===== src/rtl/tcoc_defs.vh =====
`ifndef TCOC_DEFS_VH
`define TCOC_DEFS_VH

// Register byte offsets
`define TCOC_OFF_MODE 8'h00
`define TCOC_OFF_TOM 8'h04
`define TCOC_OFF_TOL 8'h08
`define TCOC_OFF_TO 8'h0c
`define TCOC_OFF_TOE 8'h10
`define TCOC_OFF_DATA 8'h14
`define TCOC_OFF_CNT 8'h18
`define TCOC_OFF_CTRL 8'h1c

// Reset values
`define TCOC_RST_MODE 16'h0000
`define TCOC_RST_OUT 3'h0
`define TCOC_RST_DATA 16'h0000

// Mode register fields
`define TCOC_CKS_HI 15
`define TCOC_CKS_LO 14
`define TCOC_CCS_BIT 12
`define TCOC_SPLIT_BIT 11
`define TCOC_STS_HI 10
`define TCOC_STS_LO 8
`define TCOC_CIS_HI 7
`define TCOC_CIS_LO 6
`define TCOC_MD_HI 3
`define TCOC_MD_LO 0
`define TCOC_MODE_MASK 16'hdfcf

// Trigger select codes
`define TCOC_STS_SW 3'h0
`define TCOC_STS_EDGE 3'h1
`define TCOC_STS_BOTH 3'h2
`define TCOC_STS_MASTER 3'h4

// Input edge codes
`define TCOC_CIS_FALL 2'h0
`define TCOC_CIS_RISE 2'h1

// Operating mode codes
`define TCOC_MD_INT 4'h0
`define TCOC_MD_INT_IRQ 4'h1
`define TCOC_MD_CAP 4'h4
`define TCOC_MD_CAP_IRQ 4'h5
`define TCOC_MD_EVT 4'h6
`define TCOC_MD_ONE 4'h8
`define TCOC_MD_ONE_RE 4'h9
`define TCOC_MD_CAP_ONE 4'hc

// Control register bits
`define TCOC_CTRL_START 0
`define TCOC_CTRL_STOP 1

// Output register channel bits (channels 3..1)
`define TCOC_OUT_HI 3
`define TCOC_OUT_LO 1

`endif


===== src/rtl/tcoc_timer.v =====
// What this block does
// - Width bit picks 16-bit or 8-bit count
// - Clock source bit selects input pin edges
// - Trigger 000: software start only
// - Trigger 001: valid edge starts and captures
// - Trigger 010: both edges start and capture
// - Trigger 100: master interrupt starts slave
// - Edge field picks fall, rise, both
// - Modes 0000/0001 interval; 0001 irq at start
// - Modes 0100/0101 capture; 0101 irq at start
// - Mode 0110 event counter, no start irq
// - One-count; 1000 ignores, 1001 honours retrigger
// - Mode 1100 capture one-count, next trigger captures and stops
// - Master output toggles on own interrupt
// - Slave output set by master, reset own
// - Polarity bit 0 high, 1 low active
// - Output value bit holds pin level before polarity
// - Disabled output: software writes drive pin
// - Enabled output: writes ignored, timer drives
// - Enabled pin gives square wave or PWM
// - Clock field picks prescaler 0, 2, 1, 3
//
// Added by the designer: the address map and the APB register port.
`timescale 1ns/1ns
`include "tcoc_defs.vh"

module tcoc_timer #(
    parameter CNT_W = 16
) (
    // APB slave
    input wire pclk,
    input wire presetn,
    input wire psel,
    input wire penable,
    input wire pwrite,
    input wire [7:0] paddr,
    input wire [31:0] pwdata,
    output wire pready,
    output reg [31:0] prdata,
    output wire pslverr,
    // Prescaler clock enables, one-cycle pulses
    input wire [3:0] prescale_tick,
    // Timer input pin of channel 3
    input wire timer_input_pin,
    // Interrupts of the other channels (0 is master)
    input wire master_timer_irq,
    input wire ch1_timer_irq,
    input wire ch2_timer_irq,
    // Channel 3 interrupt and output pins of channels 3..1
    output reg channel_timer_irq,
    output wire [3:1] timer_out_pin
);

    localparam ST_IDLE = 2'b01;
    localparam ST_RUN = 2'b10;
    // Unit step at counter width
    localparam [CNT_W-1:0] CNT_ONE = {{(CNT_W-1){1'b0}}, 1'b1};

    reg [15:0] channel3_mode_config;
    reg [3:1] output_mode_select;
    reg [3:1] output_polarity_select;
    reg [3:1] output_pin_value;
    reg [3:1] output_pin_enable;
    reg [CNT_W-1:0] data_reg;
    reg [CNT_W-1:0] count;
    reg [1:0] state;
    reg sw_start;
    reg sw_stop;
    reg pin_meta;
    reg pin_sync;
    reg pin_prev;
    reg first_edge;

    wire [1:0] prescaler_clock_select;
    wire count_clock_source;
    wire width_select;
    wire [2:0] trigger_select;
    wire [1:0] input_edge_select;
    wire [3:0] operating_mode;
    wire wr_en;
    wire rd_setup;
    wire mapped;
    wire pin_rise;
    wire pin_fall;
    wire valid_edge;
    wire count_tick;
    wire start_trig;
    wire running;
    wire [CNT_W-1:0] width_mask;
    wire [CNT_W-1:0] count_m;
    wire [CNT_W-1:0] data_m;
    wire at_zero;
    wire [3:1] own_irq;
    wire is_capture;
    wire is_one;
    wire irq_at_start;

    assign prescaler_clock_select = channel3_mode_config[`TCOC_CKS_HI:`TCOC_CKS_LO];
    assign count_clock_source = channel3_mode_config[`TCOC_CCS_BIT];
    assign width_select = channel3_mode_config[`TCOC_SPLIT_BIT];
    assign trigger_select = channel3_mode_config[`TCOC_STS_HI:`TCOC_STS_LO];
    assign input_edge_select = channel3_mode_config[`TCOC_CIS_HI:`TCOC_CIS_LO];
    assign operating_mode = channel3_mode_config[`TCOC_MD_HI:`TCOC_MD_LO];

    // Prescaler index from clock-select code
    function [1:0] cks_index;
        input [1:0] code;
        begin
            case (code)
                2'h0: cks_index = 2'h0;
                2'h1: cks_index = 2'h2;
                2'h2: cks_index = 2'h1;
                default: cks_index = 2'h3;
            endcase
        end
    endfunction

    // Write strobe for one register offset
    function wr_hit;
        input en;
        input [7:0] addr;
        input [7:0] offset;
        begin
            wr_hit = en && (addr == offset);
        end
    endfunction

    // APB decode
    assign wr_en = psel && penable && pwrite;
    assign rd_setup = psel && !penable && !pwrite;
    assign pready = 1'b1;
    assign mapped = (paddr == `TCOC_OFF_MODE) || (paddr == `TCOC_OFF_TOM)
        || (paddr == `TCOC_OFF_TOL) || (paddr == `TCOC_OFF_TO)
        || (paddr == `TCOC_OFF_TOE) || (paddr == `TCOC_OFF_DATA)
        || (paddr == `TCOC_OFF_CNT) || (paddr == `TCOC_OFF_CTRL);
    assign pslverr = psel && penable && !mapped;

    // Read data latched in the setup cycle
    always @(posedge pclk or negedge presetn)
    begin
        if (!presetn)
            prdata <= 32'h00000000;
        else if (rd_setup)
        begin
            case (paddr)
                `TCOC_OFF_MODE: prdata <= {16'h0000, channel3_mode_config};
                `TCOC_OFF_TOM: prdata <= {28'h0000000, output_mode_select, 1'b0};
                `TCOC_OFF_TOL: prdata <= {28'h0000000, output_polarity_select, 1'b0};
                `TCOC_OFF_TO: prdata <= {28'h0000000, output_pin_value, 1'b0};
                `TCOC_OFF_TOE: prdata <= {28'h0000000, output_pin_enable, 1'b0};
                `TCOC_OFF_DATA: prdata <= {{(32-CNT_W){1'b0}}, data_reg};
                `TCOC_OFF_CNT: prdata <= {{(32-CNT_W){1'b0}}, count};
                `TCOC_OFF_CTRL: prdata <= {31'h00000000, running};
                default: prdata <= 32'h00000000;
            endcase
        end
    end

    // Configuration registers
    always @(posedge pclk or negedge presetn)
    begin
        if (!presetn)
        begin
            channel3_mode_config <= `TCOC_RST_MODE;
            output_mode_select <= `TCOC_RST_OUT;
            output_polarity_select <= `TCOC_RST_OUT;
            output_pin_enable <= `TCOC_RST_OUT;
            sw_start <= 1'b0;
            sw_stop <= 1'b0;
        end
        else
        begin
            sw_start <= wr_hit(wr_en, paddr, `TCOC_OFF_CTRL) && pwdata[`TCOC_CTRL_START];
            sw_stop <= wr_hit(wr_en, paddr, `TCOC_OFF_CTRL) && pwdata[`TCOC_CTRL_STOP];
            if (wr_hit(wr_en, paddr, `TCOC_OFF_MODE))
                channel3_mode_config <= pwdata[15:0] & `TCOC_MODE_MASK;
            if (wr_hit(wr_en, paddr, `TCOC_OFF_TOM))
                output_mode_select <= pwdata[`TCOC_OUT_HI:`TCOC_OUT_LO];
            if (wr_hit(wr_en, paddr, `TCOC_OFF_TOL))
                output_polarity_select <= pwdata[`TCOC_OUT_HI:`TCOC_OUT_LO];
            if (wr_hit(wr_en, paddr, `TCOC_OFF_TOE))
                output_pin_enable <= pwdata[`TCOC_OUT_HI:`TCOC_OUT_LO];
        end
    end

    // Input pin synchroniser and edge history
    always @(posedge pclk or negedge presetn)
    begin
        if (!presetn)
        begin
            pin_meta <= 1'b0;
            pin_sync <= 1'b0;
            pin_prev <= 1'b0;
        end
        else
        begin
            pin_meta <= timer_input_pin;
            pin_sync <= pin_meta;
            pin_prev <= pin_sync;
        end
    end

    assign pin_rise = pin_sync && !pin_prev;
    assign pin_fall = !pin_sync && pin_prev;

    assign valid_edge = (input_edge_select == `TCOC_CIS_FALL) ? pin_fall :
        (input_edge_select == `TCOC_CIS_RISE) ? pin_rise : (pin_rise || pin_fall);

    assign count_tick = count_clock_source ? valid_edge
        : prescale_tick[cks_index(prescaler_clock_select)];

    assign start_trig = sw_start
        || ((trigger_select == `TCOC_STS_EDGE) && valid_edge)
        || ((trigger_select == `TCOC_STS_BOTH) && (pin_rise || pin_fall))
        || ((trigger_select == `TCOC_STS_MASTER) && master_timer_irq);

    assign width_mask = width_select ? {{(CNT_W-8){1'b0}}, 8'hff} : {CNT_W{1'b1}};
    assign count_m = count & width_mask;
    assign data_m = data_reg & width_mask;
    assign at_zero = (count_m == {CNT_W{1'b0}});
    assign running = (state == ST_RUN);

    assign is_capture = (operating_mode == `TCOC_MD_CAP)
        || (operating_mode == `TCOC_MD_CAP_IRQ) || (operating_mode == `TCOC_MD_CAP_ONE);
    assign is_one = (operating_mode == `TCOC_MD_ONE) || (operating_mode == `TCOC_MD_ONE_RE);
    assign irq_at_start = (operating_mode == `TCOC_MD_INT_IRQ)
        || (operating_mode == `TCOC_MD_CAP_IRQ);

    // Channel 3 counter
    always @(posedge pclk or negedge presetn)
    begin
        if (!presetn)
        begin
            state <= ST_IDLE;
            count <= {CNT_W{1'b0}};
            data_reg <= `TCOC_RST_DATA;
            channel_timer_irq <= 1'b0;
            first_edge <= 1'b0;
        end
        else
        begin
            channel_timer_irq <= 1'b0;
            if (wr_hit(wr_en, paddr, `TCOC_OFF_DATA))
                data_reg <= pwdata[CNT_W-1:0];
            case (state)
                ST_IDLE:
                begin
                    if (start_trig)
                    begin
                        state <= ST_RUN;
                        count <= is_capture ? {CNT_W{1'b0}} : data_m;
                        channel_timer_irq <= irq_at_start;
                        first_edge <= 1'b1;
                    end
                end
                ST_RUN:
                begin
                    first_edge <= 1'b0;
                    if (sw_stop)
                        state <= ST_IDLE;
                    else if (is_capture)
                    begin
                        // capture on trigger, skip the starting edge
                        if (start_trig && !first_edge)
                        begin
                            data_reg <= count_m;
                            count <= {CNT_W{1'b0}};
                            channel_timer_irq <= 1'b1;
                            if (operating_mode == `TCOC_MD_CAP_ONE)
                                state <= ST_IDLE;
                        end
                        else if (count_tick)
                            count <= (count_m + CNT_ONE) & width_mask;
                    end
                    else if (start_trig && (operating_mode == `TCOC_MD_ONE_RE))
                        count <= data_m;
                    else if (count_tick)
                    begin
                        if (at_zero)
                        begin
                            channel_timer_irq <= 1'b1;
                            count <= data_m;
                            if (is_one)
                                state <= ST_IDLE;
                        end
                        else
                            count <= (count_m - CNT_ONE) & width_mask;
                    end
                end
                default: state <= ST_IDLE;
            endcase
        end
    end

    assign own_irq = {channel_timer_irq, ch2_timer_irq, ch1_timer_irq};

    // Output value bits of channels 3..1
    always @(posedge pclk or negedge presetn)
    begin : out_ctl
        integer n;
        if (!presetn)
            output_pin_value <= `TCOC_RST_OUT;
        else
        begin
            for (n = 1; n <= 3; n = n + 1)
            begin
                if (!output_pin_enable[n])
                begin
                    if (wr_hit(wr_en, paddr, `TCOC_OFF_TO))
                        output_pin_value[n] <= pwdata[n];
                end
                else if (!output_mode_select[n])
                begin
                    if (own_irq[n])
                        output_pin_value[n] <= !output_pin_value[n];
                end
                else
                begin
                    // set at period start, reset at pulse end
                    if (own_irq[n])
                        output_pin_value[n] <= 1'b0;
                    else if (master_timer_irq)
                        output_pin_value[n] <= 1'b1;
                end
            end
        end
    end

    // pin level with polarity in timer mode
    assign timer_out_pin = output_pin_value ^ (output_polarity_select & output_pin_enable);

endmodule


===== config.mk =====
export PLATFORM = sky130hd
export DESIGN_NAME = tcoc_timer
export DESIGN_NICKNAME = d
export VERILOG_FILES = /design/src/rtl/tcoc_timer.v
export VERILOG_INCLUDE_DIRS = /design/src /design/src/rtl
export SDC_FILE = /design/constraint.sdc
export NUM_CORES = 1
export LEC_CHECK = 0
export BUFFER_PORTS_ARGS = -buffer_cell sky130_fd_sc_hd__buf_4
export CAP_MARGIN = 20
export CORE_AREA = 2 2 95 107
export CTS_CLUSTER_SIZE = 40
export DETAILED_ROUTE_END_ITERATION = 8
export DIE_AREA = 0 0 97 109
export MAX_ROUTING_LAYER = met4
export PLACE_DENSITY = 0.83
export SETUP_SLACK_MARGIN = 0.02
export SLEW_MARGIN = 20
export SYNTH_ARGS = -nofsm -noshare
export SYNTH_HDL_FRONTEND = slang
export SYNTH_SLANG_ARGS = --single-unit

===== constraint.sdc =====
create_clock -name pclk -period 3.1 [get_ports pclk]
set_input_delay 0.31 -clock pclk [delete_from_list [all_inputs] [get_ports pclk]]
set_output_delay 0.31 -clock pclk [all_outputs]
set_load 0.05 [all_outputs]

=== Word-level counts from Yosys, hierarchy flattened ===
Index checks and enable logic that the tools add are counted.

* Order comparisons: 1
* Reductions and logical operators: 59
* Add/subtract/negate cells: 2
* Eq/ne operators: 37
* Bitwise logic cells: 6
* Mux-type cells: 59

{| class="wikitable"
|+ Operators by type and width
! kind !! count
|-
| $mux 16 || 15
|-
| $pmux 16 s8 || 1
|-
| $and 16x16->16 || 4
|-
| $eq 8x5->1 const B || 4
|-
| $pmux 16 s2 || 1
|-
| $mux 1 || 28
|-
| $logic_and 1x1->1 || 21
|-
| $mux 2 || 9
|-
| $ne 3x3->1 const B || 6
|-
| $add 16x1->16 const B || 1
|-
| $eq 8x4->1 const B || 2
|-
| $logic_not 16->1 || 1
|-
| $ne 4x3->1 const B || 4
|-
| $sub 16x1->16 const B || 1
|-
| $logic_or 1x1->1 || 15
|-
| $eq 4x4->1 const B || 3
|-
| $ne 4x2->1 const B || 3
|-
| $logic_not 1->1 || 9
|-
| $reduce_and 3->1 || 3
|-
| $eq 4x3->1 const B || 2
|-
| $eq 8x3->1 const B || 1
|-
| $logic_not 8->1 || 1
|-
| $reduce_bool 2->1 || 4
|-
| $reduce_and 7->1 || 1
|-
| 18 further kinds || 24
|}

* Register bits: 98
* Output and inout port bits: 38
* Word-level logic and storage cells: 182
* Bits of input ports: 53

=== Longest topological paths before layout ===
* Depth in word-level cells: 14
* Gate-level depth with buffers: 10

=== Worst setup path after synthesis ===
OpenSTA, ideal clock, no wires.

* Kind: flip-flop to flip-flop
* From: register pin_sync
* To: register count[9]
* Required time: 2974 ps
* Path buffers: 1
* Stages on the path, launching flop included: 10
* Data arrival time: 2359 ps
* Slack: 615 ps
* Setup time: 126 ps
* Cells stage by stage: dfrtp_1 -> inv_1 -> ha_1 -> or3b_1 -> a21oi_2 -> a311oi_4 -> o31ai_4 -> o311ai_2 -> buf_2 -> a221o_1

* Word-level cells in the longest chain between the ends: 14
* Elaborated cells between the ends (all ways): 23
* Classes of those cells: eq/ne: 3; mux: 8; reduce/logical: 12

{| class="wikitable"
|+ Ends and longest elaborated chain
! item !! line !! source
|-
| start: declaration || tcoc_timer.v:70 || <nowiki>reg pin_sync;</nowiki>
|-
| start signal: assignment || tcoc_timer.v:198 || <nowiki>pin_sync <= pin_meta;</nowiki>
|-
| $logic_not 1->1 || tcoc_timer.v:204 || <nowiki>assign pin_fall = !pin_sync && pin_prev;</nowiki>
|-
| $logic_and 1x1->1 || tcoc_timer.v:204 ||
|-
| $logic_or 1x1->1 || tcoc_timer.v:207, tcoc_timer.v:214 ||
|-
| $mux 1 || tcoc_timer.v:207 || <nowiki>(input_edge_select == `TCOC_CIS_RISE) ? pin_rise : (pin_rise || pin_fall);</nowiki>
|-
| $mux 1 || tcoc_timer.v:206 || <nowiki>assign valid_edge = (input_edge_select == `TCOC_CIS_FALL) ? pin_fall :</nowiki>
|-
| $logic_and 1x1->1 || tcoc_timer.v:213 || <nowiki>|| ((trigger_select == `TCOC_STS_EDGE) && valid_edge)</nowiki>
|-
| $logic_or 1x1->1 (3 in series) || tcoc_timer.v:212 || <nowiki>assign start_trig = sw_start</nowiki>
|-
| $logic_and 1x1->1, on equally long branches || tcoc_timer.v:275, tcoc_timer.v:264 ||
|-
| $mux 16, on equally long branches || tcoc_timer.v:275, tcoc_timer.v:264 ||
|-
| $mux 16 || tcoc_timer.v:261 || <nowiki>else if (is_capture)</nowiki>
|-
| $mux 16 || tcoc_timer.v:259 || <nowiki>if (sw_stop)</nowiki>
|-
| $pmux 16 s2 || tcoc_timer.v:245 || <nowiki>case (state)</nowiki>
|-
| end signal: assignment || tcoc_timer.v:251 || <nowiki>count <= is_capture ? {CNT_W{1'b0}} : data_m;</nowiki>
|-
| end signal: assignment || tcoc_timer.v:267 || <nowiki>count <= {CNT_W{1'b0}};</nowiki>
|-
| end signal: assignment || tcoc_timer.v:276 || <nowiki>count <= data_m;</nowiki>
|-
| end: declaration || tcoc_timer.v:65 || <nowiki>reg [CNT_W-1:0] count;</nowiki>
|}

Parallel ways exist; a longest one is shown, timed or not. The select of a mux whose other input is x is not followed.
A chain may end at the register's enable or synchronous reset.

=== Final worst setup path ===
* From: register pin_sync
* To: register count[4]

The elaborated chain is that of the path after synthesis.

==> results_dict.tcl <==
set metrics [dict create \
    synth_top_flop_cell "dfrtp_1" \
    clock_latency_ns 0.36 \
    max_slew_margin 0.484 \
    ir_drop_mv 0.301 \
    min_period_ns 2.84 \
    synth-xor-area-share 0.0314 \
    syn_avg_cell_area_sq_um 9.29 \
    mostFrequentLayoutCells "dfrtp_1 (81), buf_4 (69), nor2_1 (53)" \
    p_sw_uw 1290 \
    fillCellCount 780 \
    synth_top_family_by_area "compound AO/OA/AOI/OAI gates" \
    ys_warn_count 0 \
    synth-simple-area-share 0.167 \
    yosysUniqueCellTypes 76 \
    finalCritPeriodShare 0.917 \
    synth-adder-area-share 0.0165 \
    cp_max_fo 21 \
    dieHeight_um 109 \
    fp.dieW_um 97 \
    grt_overflow 0 \
    pwr-share-comb 0.345 \
    htreeDepth 3 \
    max_freq_ghz 0.352 \
    layout_commonest_cell "dfrtp_1" \
    tightestPinTransition_ns 0.774 \
    cellLeakagePower_uw 0.00257 \
    core_sq_um 9560 \
    dp_slack_ns 0.206 \
    cts_buffers 9 \
    holdWs_ns -0.0335 \
    cp-start-kind "flip-flop" \
    num_antenna_cells 0 \
    fin_ws_ns 0.258 \
    total_power_uw 3330 \
    grt_pass1_wl_mm 23.2 \
    synthToLayoutAreaGrowth_pct 12.9 \
    num_vias 4761 \
    drv_slew 0 \
    maxCapViolations 0 \
    skew_ns 0.0128 \
    synthCells 570 \
    clk_pin_slew_worst_paths_ns 0.09 \
    ios 91 \
    antenna_found_initial 0 \
    violations "negative hold slack" \
    hold_class "in2async" \
    place.gp.congestion 0.978 \
    dr.pass1.iters 5 \
    worstPathRequired_ns 3.34 \
    routedWlPerCell_um 19.7 \
    hpwl_mm 10.5 \
    track_usage 0.285 \
    synthesis.area_sq_um 5300 \
    port_buffers 57 \
    start_util 0.554 \
    async_flop_share 1.00 \
    fin_area_sq_um 5980 \
    die-area_sq_um 10600 \
    clkSinkCount 82 \
    yosys_register_bits 82 \
    grt_max_degree 83 \
    crit_type "reg2reg" \
    synth_edf_count 0 \
    p_int_uw 2040 \
    postRouteAntennaNets 0 \
    placed_area_sq_um 5750 \
    first_iter_violations 405 \
    synth_compound_area_frac 0.227 \
    switching_share 0.387 \
    clkPwrFrac 0.259 \
    endpoint_kind "flip-flop" \
    holdBufCountCts 0 \
    crit_arrival_ns 3.09 \
    cts_root_buffer "clkbuf_8" \
    layout-drive-gt1-share 0.214 \
    synth_mux_area_frac 0.106 \
    dp_cells 722 \
    viasPerCell 6.46 \
    status "complete, but fails checks" \
    nets 673 \
    rsz0062_at_grt "no" \
    grt_pass1_vias 4541 \
    setup_violations 0 \
    wl_mm 14.5 \
    seq_power_share 0.396 \
    setup_tns_ns 0 \
    yosysSeqAreaShare 0.388 \
    cts_tree "done" \
    layoutNonFillerInstCount 737 \
    power_density_nw_per_um2 558 \
    row_count 38 \
    clk_path_buf_depth 2 \
    hold_viol_final 16 \
    drc_errors 0 \
]
-- worst max-delay path, stage by stage, from the launching register on --
cell and delay, ns:
dfrtp_1 0.39, inv_1 0.06, ha_1 0.33, or3b_1 0.40
a21oi_2 0.21, a311oi_4 0.10, o31ai_4 0.43, o311a_1 0.21
buf_4 0.25, o21ai_0 0.13, a32o_1 0.22
-- power by group through the flow --
stage | clock (uW) | combinational, uW | sequential, uW
6_report | 863 | 1150 | 1320
5_1_grt | 919 | 1240 | 1340
4_1_cts | 869 | 1130 | 1320
3_5_place_dp | 0 | 1120 | 1340
3_3_place_gp | 0 | 1090 | 1330
2_1_floorplan | 0 | 805 | 1360
-- cells by family after synthesis --
group                    after synthesis
flip-flops                            82
other                                  2
adder cells (fa/ha/maj)                7
multiplexers                          50
buffers and inverters                 67
XOR/XNOR                              19
AND/OR/NAND/NOR                      174
AO/OA/AOI/OAI                        169
-- per-layer routing --
layer / wire [um] / GRT usage
met5: 0 / -
met4: 597 / 0.159
met3: 964 / 0.0314
met2: 7350 / 0.468
met1: 5590 / 0.347
-- final cells by class --
class                           instances  area [sq um]  share of cell area
Multi-Input combinational cell        436          2980               0.498
Sequential cell                        82          2050               0.343
Timing Repair Buffer                   70           529              0.0885
Tap cell                              120           150              0.0251
Clock buffer                            9           124              0.0207
Clock inverter                          6          91.3              0.0153
Inverter                               14          52.6             0.00879
-- final timing paths --
kind	from	endpoint	slack, ns	cells past startpoint
worst max-delay path	pin_sync$_DFF_PN0_	count[4]$_DFFE_PN0P_	0.26	10
worst min-delay path	presetn	count[12]$_DFFE_PN0P_	-0.03	1
worst max register to register	pin_sync$_DFF_PN0_	count[4]$_DFFE_PN0P_	0.26	10
worst min register to register	pin_meta$_DFF_PN0_	pin_sync$_DFF_PN0_	0.37	0
max in group asynchronous	presetn	state[1]$_DFFE_PN0P_	2.57	1
min in group pclk	timer_input_pin	pin_meta$_DFF_PN0_	0.06	1
-- per-stage QoR --
step	utilization	hold WS, ns
2_1_floorplan	-	0.0144
3_3_place_gp	0.602	0.336
3_5_place_dp	0.602	0.348
4_1_cts	0.624	0.0499
5_1_grt	0.626	0.0494
6_report	0.626	-0.0335
-- Yosys cell counts, drive strengths merged (11+ instances only) --
cell type / number / area (sq um)
dfrtp: 81 / 2030
nor2: 53 / 199
a21oi: 48 / 248
nand2: 42 / 173
o21ai: 39 / 195
buf: 31 / 201
mux2i: 26 / 268
clkbuf: 22 / 82.6
mux2: 22 / 248
nand3: 22 / 110
nor3: 15 / 91.3
inv: 14 / 52.6
xnor2: 11 / 96.3
-- repair_timing --
action	4_1_cts	5_1_grt
gates resized for setup	0	1
setup endpoints to repair	0	1
setup buffers	0	0
Power figures use the tool's default switching activity.
